$ cat config.mk
export PLATFORM = sky130hd
export DESIGN_NAME = ext_edge_interrupt_unit
export DESIGN_NICKNAME = d
export VERILOG_FILES = /design/src/core/ext_irq_pkg.sv /design/src/core/ext_edge_interrupt_unit.sv /design/src/core/interval_timer.sv /design/src/core/pulse_reject_filter.sv
export SDC_FILE = /design/constraint.sdc
export NUM_CORES = 1
export LEC_CHECK = 0
export BUFFER_PORTS_ARGS = -buffer_cell sky130_fd_sc_hd__buf_2
export CORE_MARGIN = 4
export CORE_UTILIZATION = 45
export DETAILED_ROUTE_END_ITERATION = 8
export PLACE_DENSITY = 0.72
export SYNTH_ARGS = -nofsm -noshare
export SYNTH_HDL_FRONTEND = slang
export SYNTH_SLANG_ARGS = --single-unit
$ cat constraint.sdc
create_clock -name CLK_SYS -period 1.8 [get_ports CLK_SYS]
set_clock_uncertainty 0.1 [all_clocks]
set_input_delay 0.09 -clock CLK_SYS [delete_from_list [all_inputs] [get_ports CLK_SYS]]
set_output_delay 0.09 -clock CLK_SYS [all_outputs]
set_load 0.01 [all_outputs]
$ cat src/core/ext_irq_pkg.sv
`default_nettype none

package ext_irq_pkg;

  // ----------------------------------------------------------------
  // Bus layout
  // ----------------------------------------------------------------
  localparam int ADDR_W = 10;
  localparam int DATA_W = 32;
  localparam int IDX_W = 8;

  // Register indices; byte address is four times the index
  localparam logic [IDX_W-1:0] IDX_PIN_LEVEL = 8'h0f;
  localparam logic [IDX_W-1:0] IDX_EDGE_SEL = 8'h1f;
  localparam logic [IDX_W-1:0] IDX_IRQ_STATUS = 8'h20;
  localparam logic [IDX_W-1:0] IDX_IRQ_CLEAR = 8'h21;
  localparam logic [IDX_W-1:0] IDX_IRQ_ENABLE = 8'h22;
  localparam logic [IDX_W-1:0] IDX_TIMER_SEL = 8'h23;

  // ----------------------------------------------------------------
  // Field layout
  // ----------------------------------------------------------------
  localparam int NUM_PINS = 2;
  localparam int NUM_SRC = 5;
  localparam int ST_PIN_A = 0;
  localparam int ST_PIN_B = 1;
  localparam int ST_TIMER = 2;
  localparam int ST_SERIAL = 3;
  localparam int ST_FREQ = 4;
  localparam int TSEL_W = 2;

  // Reset values
  localparam logic [NUM_PINS-1:0] EDGE_SEL_RST = 2'h0;
  localparam logic [NUM_SRC-1:0] IRQ_EN_RST = 5'h00;
  localparam logic [TSEL_W-1:0] TSEL_RST = 2'h0;

  // ----------------------------------------------------------------
  // Timing
  // ----------------------------------------------------------------
  localparam int CLK_PERIOD_NS = 40;
  localparam int FILTER_MIN_NS = 1000;
  localparam int FILTER_CYC =
    (FILTER_MIN_NS + CLK_PERIOD_NS - 1) / CLK_PERIOD_NS;
  localparam int FILT_CNT_W = 5;
  localparam int MS_NS = 1000000;
  localparam int CYC_PER_MS_DEF = MS_NS / CLK_PERIOD_NS;
  localparam int PRESC_W = 16;
  localparam int MS_CNT_W = 8;

  // Timer intervals in milliseconds
  localparam int TMR_250_MS = 250;
  localparam int TMR_100_MS = 100;
  localparam int TMR_5_MS = 5;
  localparam int TMR_1_MS = 1;

  typedef enum logic [1:0] {
    TSEL_250 = 2'b00,
    TSEL_100 = 2'b01,
    TSEL_5 = 2'b10,
    TSEL_1 = 2'b11
  } tsel_e;

  typedef enum logic {
    APB_IDLE = 1'b0,
    APB_ACCESS = 1'b1
  } apb_state_e;

endpackage : ext_irq_pkg

`default_nettype wire

$ cat src/core/ext_edge_interrupt_unit.sv
// The implementer's own choice: the APB interface to the registers.
`default_nettype none

// What this block does
// - Selected pin edge raises a request
// - Select 1 falling, 0 rising, per pin
// - Select change can itself raise request
// - Level register shows both pin levels
// - Levels track pins whatever else happens
// - Request flags sticky until software clears
// - Timer requests every 250/100/5/1 ms
// - Serial transfer completion raises request
// - Frequency count completion raises request
// - Pins pass input latch first
// - Pulses under 1 us are rejected
module ext_edge_interrupt_unit
  import ext_irq_pkg::*;
#(
  parameter int CYC_PER_MS = CYC_PER_MS_DEF
) (
  input wire logic CLK_SYS,
  input wire logic RESET,
  input wire logic CE_RESET,
  input wire logic CLK_STOP_RESET,
  input wire logic PSEL,
  input wire logic PENABLE,
  input wire logic PWRITE,
  input wire logic [ADDR_W-1:0] PADDR,
  input wire logic [DATA_W-1:0] PWDATA,
  output logic [DATA_W-1:0] PRDATA,
  output logic PREADY,
  output logic PSLVERR,
  input wire logic EXT_IRQ_PIN_A,
  input wire logic EXT_IRQ_PIN_B,
  input wire logic SERIAL_DONE,
  input wire logic FREQ_COUNT_DONE,
  output logic IRQ
);

  // ----------------------------------------------------------------
  // Declarations
  // ----------------------------------------------------------------
  apb_state_e apb_q;
  logic [NUM_PINS-1:0] pin_raw;
  logic [NUM_PINS-1:0] pin_latch_q;
  logic [NUM_PINS-1:0] level;
  logic [NUM_PINS-1:0] polarity_sel_q;
  logic [NUM_PINS-1:0] eff;
  logic [NUM_PINS-1:0] eff_prev_q;
  logic [NUM_PINS-1:0] pin_edge;
  logic [NUM_SRC-1:0] status_q;
  logic [NUM_SRC-1:0] enable_q;
  logic [NUM_SRC-1:0] events;
  logic [NUM_SRC-1:0] clear_mask;
  logic [TSEL_W-1:0] tsel_q;
  logic timer_tick;
  logic setup;
  logic commit_wr;
  logic mapped;
  logic [DATA_W-1:0] rdata;

  // Address match against a register index
  function automatic logic hit(input logic [ADDR_W-1:0] addr,
                               input logic [IDX_W-1:0] idx);
    hit = (addr == {idx, 2'b00});
  endfunction : hit

  // ----------------------------------------------------------------
  // Pin input path
  // ----------------------------------------------------------------
  assign pin_raw = {EXT_IRQ_PIN_B, EXT_IRQ_PIN_A};

  // Input latch ahead of both the filter and the edge detector
  always_ff @(posedge CLK_SYS) begin
    if (RESET) begin
      pin_latch_q <= '0;
    end else begin
      pin_latch_q <= pin_raw;
    end
  end

  // One noise filter per pin; filtered level drives everything after
  generate
    for (genvar i = 0; i < NUM_PINS; i++) begin : g_pin
      pulse_reject_filter u_filt (
        .clk(CLK_SYS),
        .rst(RESET),
        .din(pin_latch_q[i]),
        .dout(level[i])
      );
    end
  endgenerate

  // ----------------------------------------------------------------
  // Edge detection
  // ----------------------------------------------------------------
  // Folding the select into the level turns a falling edge into a
  // rising one, so a select flip with the pin at the wrong level
  // looks like an edge too, exactly as software must expect.
  assign eff = level ^ polarity_sel_q;
  assign pin_edge = eff & ~eff_prev_q;

  always_ff @(posedge CLK_SYS) begin
    if (RESET) begin
      eff_prev_q <= '0;
    end else begin
      eff_prev_q <= eff;
    end
  end

  // ----------------------------------------------------------------
  // Internal sources
  // ----------------------------------------------------------------
  interval_timer #(
    .CYC_PER_MS(CYC_PER_MS)
  ) u_timer (
    .clk(CLK_SYS),
    .rst(RESET),
    .sel(tsel_q),
    .tick(timer_tick)
  );

  // Serial and counter pulses arrive already in the system clock
  always_comb begin
    events = '0;
    events[ST_PIN_A] = pin_edge[0];
    events[ST_PIN_B] = pin_edge[1];
    events[ST_TIMER] = timer_tick;
    events[ST_SERIAL] = SERIAL_DONE;
    events[ST_FREQ] = FREQ_COUNT_DONE;
  end

  // ----------------------------------------------------------------
  // APB slave
  // ----------------------------------------------------------------
  assign setup = PSEL & ~PENABLE;
  assign PREADY = (apb_q == APB_ACCESS);
  assign commit_wr = PSEL & PENABLE & PREADY & PWRITE;

  always_comb begin
    mapped = hit(PADDR, IDX_PIN_LEVEL) | hit(PADDR, IDX_EDGE_SEL) |
             hit(PADDR, IDX_IRQ_STATUS) | hit(PADDR, IDX_IRQ_CLEAR) |
             hit(PADDR, IDX_IRQ_ENABLE) | hit(PADDR, IDX_TIMER_SEL);
  end

  // Read mux; unused upper bits read zero
  always_comb begin
    rdata = '0;
    if (hit(PADDR, IDX_PIN_LEVEL)) begin
      rdata[NUM_PINS-1:0] = level;
    end else if (hit(PADDR, IDX_EDGE_SEL)) begin
      rdata[NUM_PINS-1:0] = polarity_sel_q;
    end else if (hit(PADDR, IDX_IRQ_STATUS)) begin
      rdata[NUM_SRC-1:0] = status_q;
    end else if (hit(PADDR, IDX_IRQ_ENABLE)) begin
      rdata[NUM_SRC-1:0] = enable_q;
    end else if (hit(PADDR, IDX_TIMER_SEL)) begin
      rdata[TSEL_W-1:0] = tsel_q;
    end
  end

  // One wait-free access: data is captured in setup, ready in access
  always_ff @(posedge CLK_SYS) begin
    if (RESET) begin
      apb_q <= APB_IDLE;
    end else begin
      case (apb_q)
        APB_IDLE: apb_q <= setup ? APB_ACCESS : APB_IDLE;
        APB_ACCESS: apb_q <= APB_IDLE;
        default: apb_q <= APB_IDLE;
      endcase
    end
  end

  // Read data and error come from flops loaded in the setup cycle
  always_ff @(posedge CLK_SYS) begin
    if (RESET) begin
      PRDATA <= '0;
      PSLVERR <= 1'b0;
    end else if (setup) begin
      PRDATA <= PWRITE ? '0 : rdata;
      PSLVERR <= ~mapped;
    end
  end

  // ----------------------------------------------------------------
  // Control registers
  // ----------------------------------------------------------------
  // Any of the three chip resets returns both pins to rising edge
  always_ff @(posedge CLK_SYS) begin
    if (RESET || CE_RESET || CLK_STOP_RESET) begin
      polarity_sel_q <= EDGE_SEL_RST;
    end else if (commit_wr && hit(PADDR, IDX_EDGE_SEL)) begin
      polarity_sel_q <= PWDATA[NUM_PINS-1:0];
    end
  end

  always_ff @(posedge CLK_SYS) begin
    if (RESET) begin
      enable_q <= IRQ_EN_RST;
    end else if (commit_wr && hit(PADDR, IDX_IRQ_ENABLE)) begin
      enable_q <= PWDATA[NUM_SRC-1:0];
    end
  end

  always_ff @(posedge CLK_SYS) begin
    if (RESET) begin
      tsel_q <= TSEL_RST;
    end else if (commit_wr && hit(PADDR, IDX_TIMER_SEL)) begin
      tsel_q <= PWDATA[TSEL_W-1:0];
    end
  end

  // ----------------------------------------------------------------
  // Sticky request flags
  // ----------------------------------------------------------------
  assign clear_mask = (commit_wr && hit(PADDR, IDX_IRQ_CLEAR)) ?
                      PWDATA[NUM_SRC-1:0] : '0;

  // Set regardless of enable; a same-cycle event beats the clear
  always_ff @(posedge CLK_SYS) begin
    if (RESET) begin
      status_q <= '0;
    end else begin
      status_q <= (status_q & ~clear_mask) | events;
    end
  end

  assign IRQ = |(status_q & enable_q);

endmodule : ext_edge_interrupt_unit

`default_nettype wire

$ cat src/core/interval_timer.sv
`default_nettype none

// Periodic tick with one of four millisecond intervals
module interval_timer
  import ext_irq_pkg::*;
#(
  parameter int CYC_PER_MS = CYC_PER_MS_DEF
) (
  input wire logic clk,
  input wire logic rst,
  input wire logic [TSEL_W-1:0] sel,
  output logic tick
);

  logic [PRESC_W-1:0] presc_q;
  logic [MS_CNT_W-1:0] ms_q;
  logic [MS_CNT_W-1:0] ms_last;
  logic [TSEL_W-1:0] sel_q;
  logic ms_tick;

  // ----------------------------------------------------------------
  // Interval decode
  // ----------------------------------------------------------------
  always_comb begin
    case (tsel_e'(sel))
      TSEL_250: ms_last = MS_CNT_W'(TMR_250_MS - 1);
      TSEL_100: ms_last = MS_CNT_W'(TMR_100_MS - 1);
      TSEL_5: ms_last = MS_CNT_W'(TMR_5_MS - 1);
      TSEL_1: ms_last = MS_CNT_W'(TMR_1_MS - 1);
      default: ms_last = MS_CNT_W'(TMR_1_MS - 1);
    endcase
  end

  assign ms_tick = (presc_q == PRESC_W'(CYC_PER_MS - 1));

  // ----------------------------------------------------------------
  // Counters; a new interval restarts the period cleanly
  // ----------------------------------------------------------------
  always_ff @(posedge clk) begin
    if (rst || sel != sel_q) begin
      presc_q <= '0;
      ms_q <= '0;
      tick <= 1'b0;
    end else begin
      tick <= 1'b0;
      if (ms_tick) begin
        presc_q <= '0;
        if (ms_q == ms_last) begin
          ms_q <= '0;
          tick <= 1'b1;
        end else begin
          ms_q <= ms_q + 1'b1;
        end
      end else begin
        presc_q <= presc_q + 1'b1;
      end
    end
  end

  always_ff @(posedge clk) begin
    if (rst) begin
      sel_q <= TSEL_RST;
    end else begin
      sel_q <= sel;
    end
  end

endmodule : interval_timer

`default_nettype wire

$ cat src/core/pulse_reject_filter.sv
`default_nettype none

// Passes a level only after it has been stable for FILTER_CYC clocks
module pulse_reject_filter
  import ext_irq_pkg::*;
(
  input wire logic clk,
  input wire logic rst,
  input wire logic din,
  output logic dout
);

  logic [FILT_CNT_W-1:0] cnt_q;

  // ----------------------------------------------------------------
  // Stability counter
  // ----------------------------------------------------------------
  // Any bounce restarts the count, so short pulses never reach dout
  always_ff @(posedge clk) begin
    if (rst) begin
      cnt_q <= '0;
      dout <= 1'b0;
    end else if (din == dout) begin
      cnt_q <= '0;
    end else if (cnt_q == FILT_CNT_W'(FILTER_CYC - 1)) begin
      cnt_q <= '0;
      dout <= din;
    end else begin
      cnt_q <= cnt_q + 1'b1;
    end
  end

endmodule : pulse_reject_filter

`default_nettype wire

Word level (Yosys, flattened, before mapping)
Cells that the tools add are included.
{ "word_totals": {"register_bits": 91, "output_inout_bits": 35, "word_cells": 89} }
{ "op_classes": {"addsub": 4, "n_eq_ne": 16, "muxes": 15, "bitwise": 22, "reduce_logical": 15} }
{ "ops": {"columns": ["operator", "n"], "rows": [
  ["$eq A10 B8 Y1 const B", 4],
  ["$pmux W8 S4", 1],
  ["$add A16 B1 Y16 const B", 1],
  ["$eq A16 B15 Y1 const B", 1],
  ["$mux W5", 3],
  ["$add A5 B1 Y5 const B", 2],
  ["$and A5 B5 Y5", 2],
  ["$eq A10 B6 Y1 const B", 1],
  ["$eq A10 B7 Y1 const B", 1],
  ["$eq A5 B5 Y1 const B", 2],
  ["$mux W3", 3],
  ["$add A8 B1 Y8 const B", 1],
  ["$eq A8 B8 Y1", 1],
  ["$mux W2", 4],
  ["$mux W8", 1],
  ["$not A1 Y1", 6],
  ["$reduce_or A3 Y1", 2],
  ["$not A5 Y5", 1],
  ["$or A1 B1 Y1", 5],
  ["$or A5 B5 Y5", 1],
  ["$reduce_or A5 Y1", 1],
  ["$and A1 B1 Y1", 4],
  ["$eq A2 B2 Y1 const B", 2],
  ["$logic_and A1 B1 Y1", 4],
  ["12 further kinds", 18]
]} }

Depth between registers and ports, before layout
{ "logic_depth": {"word_depth": 8, "mapped_depth": 7} }

By module
Synthesis repeated with hierarchy kept, for this count alone.
{ "hier_totals": {"hier_cells": 353, "area_unflattened_um2": 3195.6} }
{ "by_module_without_submodules": {"columns": ["module", "instances", "cells_each", "area_each_um2", "seq_area_each_um2"], "rows": [
  ["ext_edge_interrupt_unit", 1, 150, 1386.3, 500.5],
  ["interval_timer", 1, 151, 1298.7, 540.5],
  ["pulse_reject_filter", 2, 26, 255.2, 120.1]
]} }

Least setup slack after synthesis
Ideal clock, no wire load.
{ "synth_timing": {"kind": "reg2reg", "start": "register u_timer.presc_q[0]", "end": "register u_timer.presc_q[10]", "arrival_time_ns": 1.452, "required_ns": 1.583, "slack_ns": 0.131, "stages_incl_launch_ff": 7, "n_path_buf": 1, "period_less_slack_ns": 1.669, "cell_sequence": "dfxtp_1 > ha_1 > and4_1 > nand4_1 > nand2b_1 > buf_2 > nor2_1"} }
{ "synth_via": {"elab_chain_cells": 2} }
{ "synth_rtl": {"columns": ["element", "line_no", "rtl"], "rows": [
  ["start: declaration", "interval_timer.sv:15", "logic [PRESC_W-1:0] presc_q;"],
  ["start signal: assignment", "interval_timer.sv:55", "presc_q <= presc_q + 1'b1;"],
  ["branches (longest 2 deep; another with $add A16 B1 Y16)", null, null]
]} }
Parallel ways; which one is timed is not known.
A chain may end at the register's enable or synchronous reset.

Final worst setup path
{ "layout_timing": {"start": "input port PADDR[7]", "end": "register status_q[4]"} }
{ "layout_via": {"elab_chain_cells": 6} }
{ "layout_rtl": {"columns": ["element", "line_no", "rtl"], "rows": [
  ["start: declaration", "ext_edge_interrupt_unit.sv:28", "input wire logic [ADDR_W-1:0] PADDR,"],
  ["$eq A10 B8 Y1", "ext_edge_interrupt_unit.sv:65", "hit = (addr == {idx, 2'b00});"],
  ["$logic_and A1 B1 Y1", "ext_edge_interrupt_unit.sv:217", "assign clear_mask = (commit_wr && hit(PADDR, IDX_IRQ_CLEAR)) ?"],
  ["$mux W5", "ext_edge_interrupt_unit.sv:217", null],
  ["$not A5 Y5", "ext_edge_interrupt_unit.sv:225", "status_q <= (status_q & ~clear_mask) | events;"],
  ["$and A5 B5 Y5", "ext_edge_interrupt_unit.sv:225", null],
  ["$or A5 B5 Y5", "ext_edge_interrupt_unit.sv:225", null],
  ["end signal: assignment", "ext_edge_interrupt_unit.sv:225", null],
  ["end: declaration", "ext_edge_interrupt_unit.sv:51", "logic [NUM_SRC-1:0] status_q;"]
]} }
No other way between the ends.

==> results.yml <==
cells_and_area:
  multi_input_area_um2: 1650
  final_cell_mix: "dfxtp_1, nor2_1, buf_2, conb_1, a21oi_1"
  register_area_um2: 1280
  syn2layout_area_growth_pct: 16.6
  final_common_cell: "dfxtp_1"
  layout-drive-gt1-share_pct: 19.0
  antenna_cells: 0
  final_cells: 487
  finalInstanceArea_um2: 3610
  layout.nets: 464
  fillers: 598
global_route:
  track_usage_pct: 15.0
  grtUsageMet1_pct: 16.3
  grtUsageMet3_pct: 5.12
  grt_pass1_wl_um: 10400
  busiest_layer: "met2"
  grt_overflow_total: 0
  grt_pass1_vias: 2437
  use_met2_pct: 26.5
  antenna_found_initial: 0
  grt_max_degree: 19
setup_path:
  slowest_stage: "dlygate4sd3_1"
  worstPathCellList: "dlygate4sd3_1 -> buf_2 -> nor4b_4 -> and4_2 -> nand2_1 -> a21oi_1 -> nor2_1"
  crit_fanout: 5
  start_kind: "primary input"
  path_class: "primary input to flip-flop"
  slowest_delay_ns: 0.53
  crit_path_end_kind: "flip-flop"
  crit_family: "simple AND/OR/NAND/NOR gates"
  required_ns: 1.93
  worstPathArrival_ns: 1.87
  worst-path-buf-inv: 2
timing:
  post-route-min-period_ns: 1.74
  fin_crit_sh_pct: 96.6
  rsz0062_at_grt: "true"
  max_freq_ghz: 0.575
  hold_viol: 0
  fin_ws_ns: 0.0615
  finalSetupViolations: 0
  slew_violations: 0
route:
  routedWlPerCell_um: 12.7
  wl_um: 6170
  drc_errors: 0
  ant_nets: 0
  first_pass_iters: 4
  avgViaCountPerCell: 5.08
  dr_total_vias: 2474
  first_iter_violations: 75
place:
  dp_cells: 457
  place_congestion: 0.821
  place.port_buffers: 33
  hpwlAfterDp_um: 4170
  dpl_cell_area_um2: 3270
  place_ws_ns: 0.100
clock_tree:
  cts_tree: "done"
  clock_sinks: 64
  clockBufferDepth: 2
  clkLatencyLatePin_ns: 0.33
  numCtsBuffers: 9
  path_clk_slew_ns: 0.07
  root_buffer: "clkbuf_8"
  cts_max_level: 3
synth:
  synth-seq-cells: 64
  synth_area_per_cell_um2: 8.78
  synth_cells: 353
  seq_area_frac_synth_pct: 41.3
  syn_area_um2: 3100
  synth_cell_type_count: 45
  yosys_warnings: 0
  ys.flop_type: "dfxtp_1"
  netlist.area_leader.share_pct: 41.3
  synth_edf_count: 0
  synth.area.top_cells: "dfxtp_1, buf_4, nor2_1"
  yosys.area.top_type: "dfxtp_1"
  async_flop_share_pct: 0
die:
  fp.coreArea_um2: 6530
  io_pins: 88
  start_util_pct: 47.5
  die-area_um2: 8280
  die_x_um: 91.0
  row_count: 29
  fp.dieH_um: 91.0
power_and_ir_drop:
  p_per_area_nw_per_um2: 755
  irDropWorstVdd_mv: 0.319
  cellLeakagePower_nw: 1.42
run:
  cap_violations: 0
min_path:
  hold_class: "primary input to flip-flop"
run_status:
  status: "complete, no violations"
==> worst paths after layout <==
kind                                         start  cells past startpoint               to  slack (ns)
worst min register to register       eff_prev_q[0]                      1      status_q[0]        0.32
worst min-delay path                        PWRITE                      4        PRDATA[1]        0.04
worst max register to register  u_timer.presc_q[1]                      7  u_timer.ms_q[2]        0.08
worst max-delay path                      PADDR[7]                      7      status_q[4]        0.06
==> cell usage after synthesis, types with 6 or more instances <==
cell type and count:
buf_4 27, ha_1 6, nor3_1 9, nor2b_1 6, mux2i_1 9, mux2_2 7
nand4_1 8, nand2_1 21, inv_1 10, nand3_1 19, xnor2_1 12, a21oi_1 23
nor4_1 6, xor2_1 14, a22oi_1 6, clkbuf_1 9, nor2_1 54, dfxtp_1 64
==> layer usage <==
layer	wire, um	vias up
li1	-	1265
met4	63	0
met3	321	6
met2	3050	58
met5	0	-
met1	2740	1145
==> power breakdown <==
part	internal (W)	switching, W
Combinational	0.0000854	0.000116
Sequential	0.00144	0.0000309
Clock	0.000534	0.000520
Total	0.00206	0.000667
==> logic make-up (layout without fill, tap and decap cells) <==
kind of cell / after synthesis / in the layout / synth area share (%)
xor+xnor: 26 / 26 / 7.35
other cells: 1 / 27 / 0.121
mux: 16 / 16 / 5.45
fa+ha+maj: 6 / 6 / 2.42
compound gates: 41 / 41 / 8.03
flops: 64 / 64 / 41.3
simple gates: 149 / 149 / 25.8
buf+inv: 50 / 81 / 9.49
==> stage by stage <==
step,hold slack [ns],power (W),util [%],setup TNS (ns)
5_1_grt,0.0453,0.00285,55.3,-0.0988
3_5_place_dp,0.192,0.00168,50.1,0
4_1_cts,0.0115,0.00276,54.5,0
3_3_place_gp,0.185,0.00167,50.1,0
2_1_floorplan,0.0616,0.00165,-,0
6_report,0.0408,0.00273,55.3,0
==> state kept, by name, indices dropped and copies added (netlist names) <==
| register | cells |
|---|---|
| status_q | 5 |
| PRDATA | 5 |
| g_pin.u_filt.dout | 2 |
| PSLVERR | 1 |
| PREADY | 1 |
| enable_q | 5 |
| eff_prev_q | 2 |
| g_pin.u_filt.cnt_q | 10 |
| u_timer.sel_q | 2 |
| pin_latch_q | 2 |
| u_timer.tick | 1 |
| u_timer.presc_q | 16 |
| tsel_q | 2 |
| polarity_sel_q | 2 |
| u_timer.ms_q | 8 |
==> worst reg2reg max path, cell delays in order (launching register included) <==
cell and delay, ns:
dfxtp_1 0.34, ha_2 0.21, and4_1 0.20, nand4_1 0.15, buf_4 0.19, nor3b_1 0.18
o21ai_0 0.12, a21oi_1 0.17
==> layout make-up <==
cell class,instances,share of cell area (%)
multi-input cells,265,45.7
flip-flops and latches,64,35.5
repair buffers,55,10.5
clock buffers,13,4.12
well taps,77,2.67
inverters,10,1.04
clock inverters,3,0.485
==> timing repair <==
item | CTS | global route
endpoints found under the setup margin | 0 | 12
endpoints found under the hold margin | 18 | 0
hold buffers | 12 | 0
setup buffers | 0 | 2
resized for setup | 0 | 9
(Power assumes the default switching activity.)
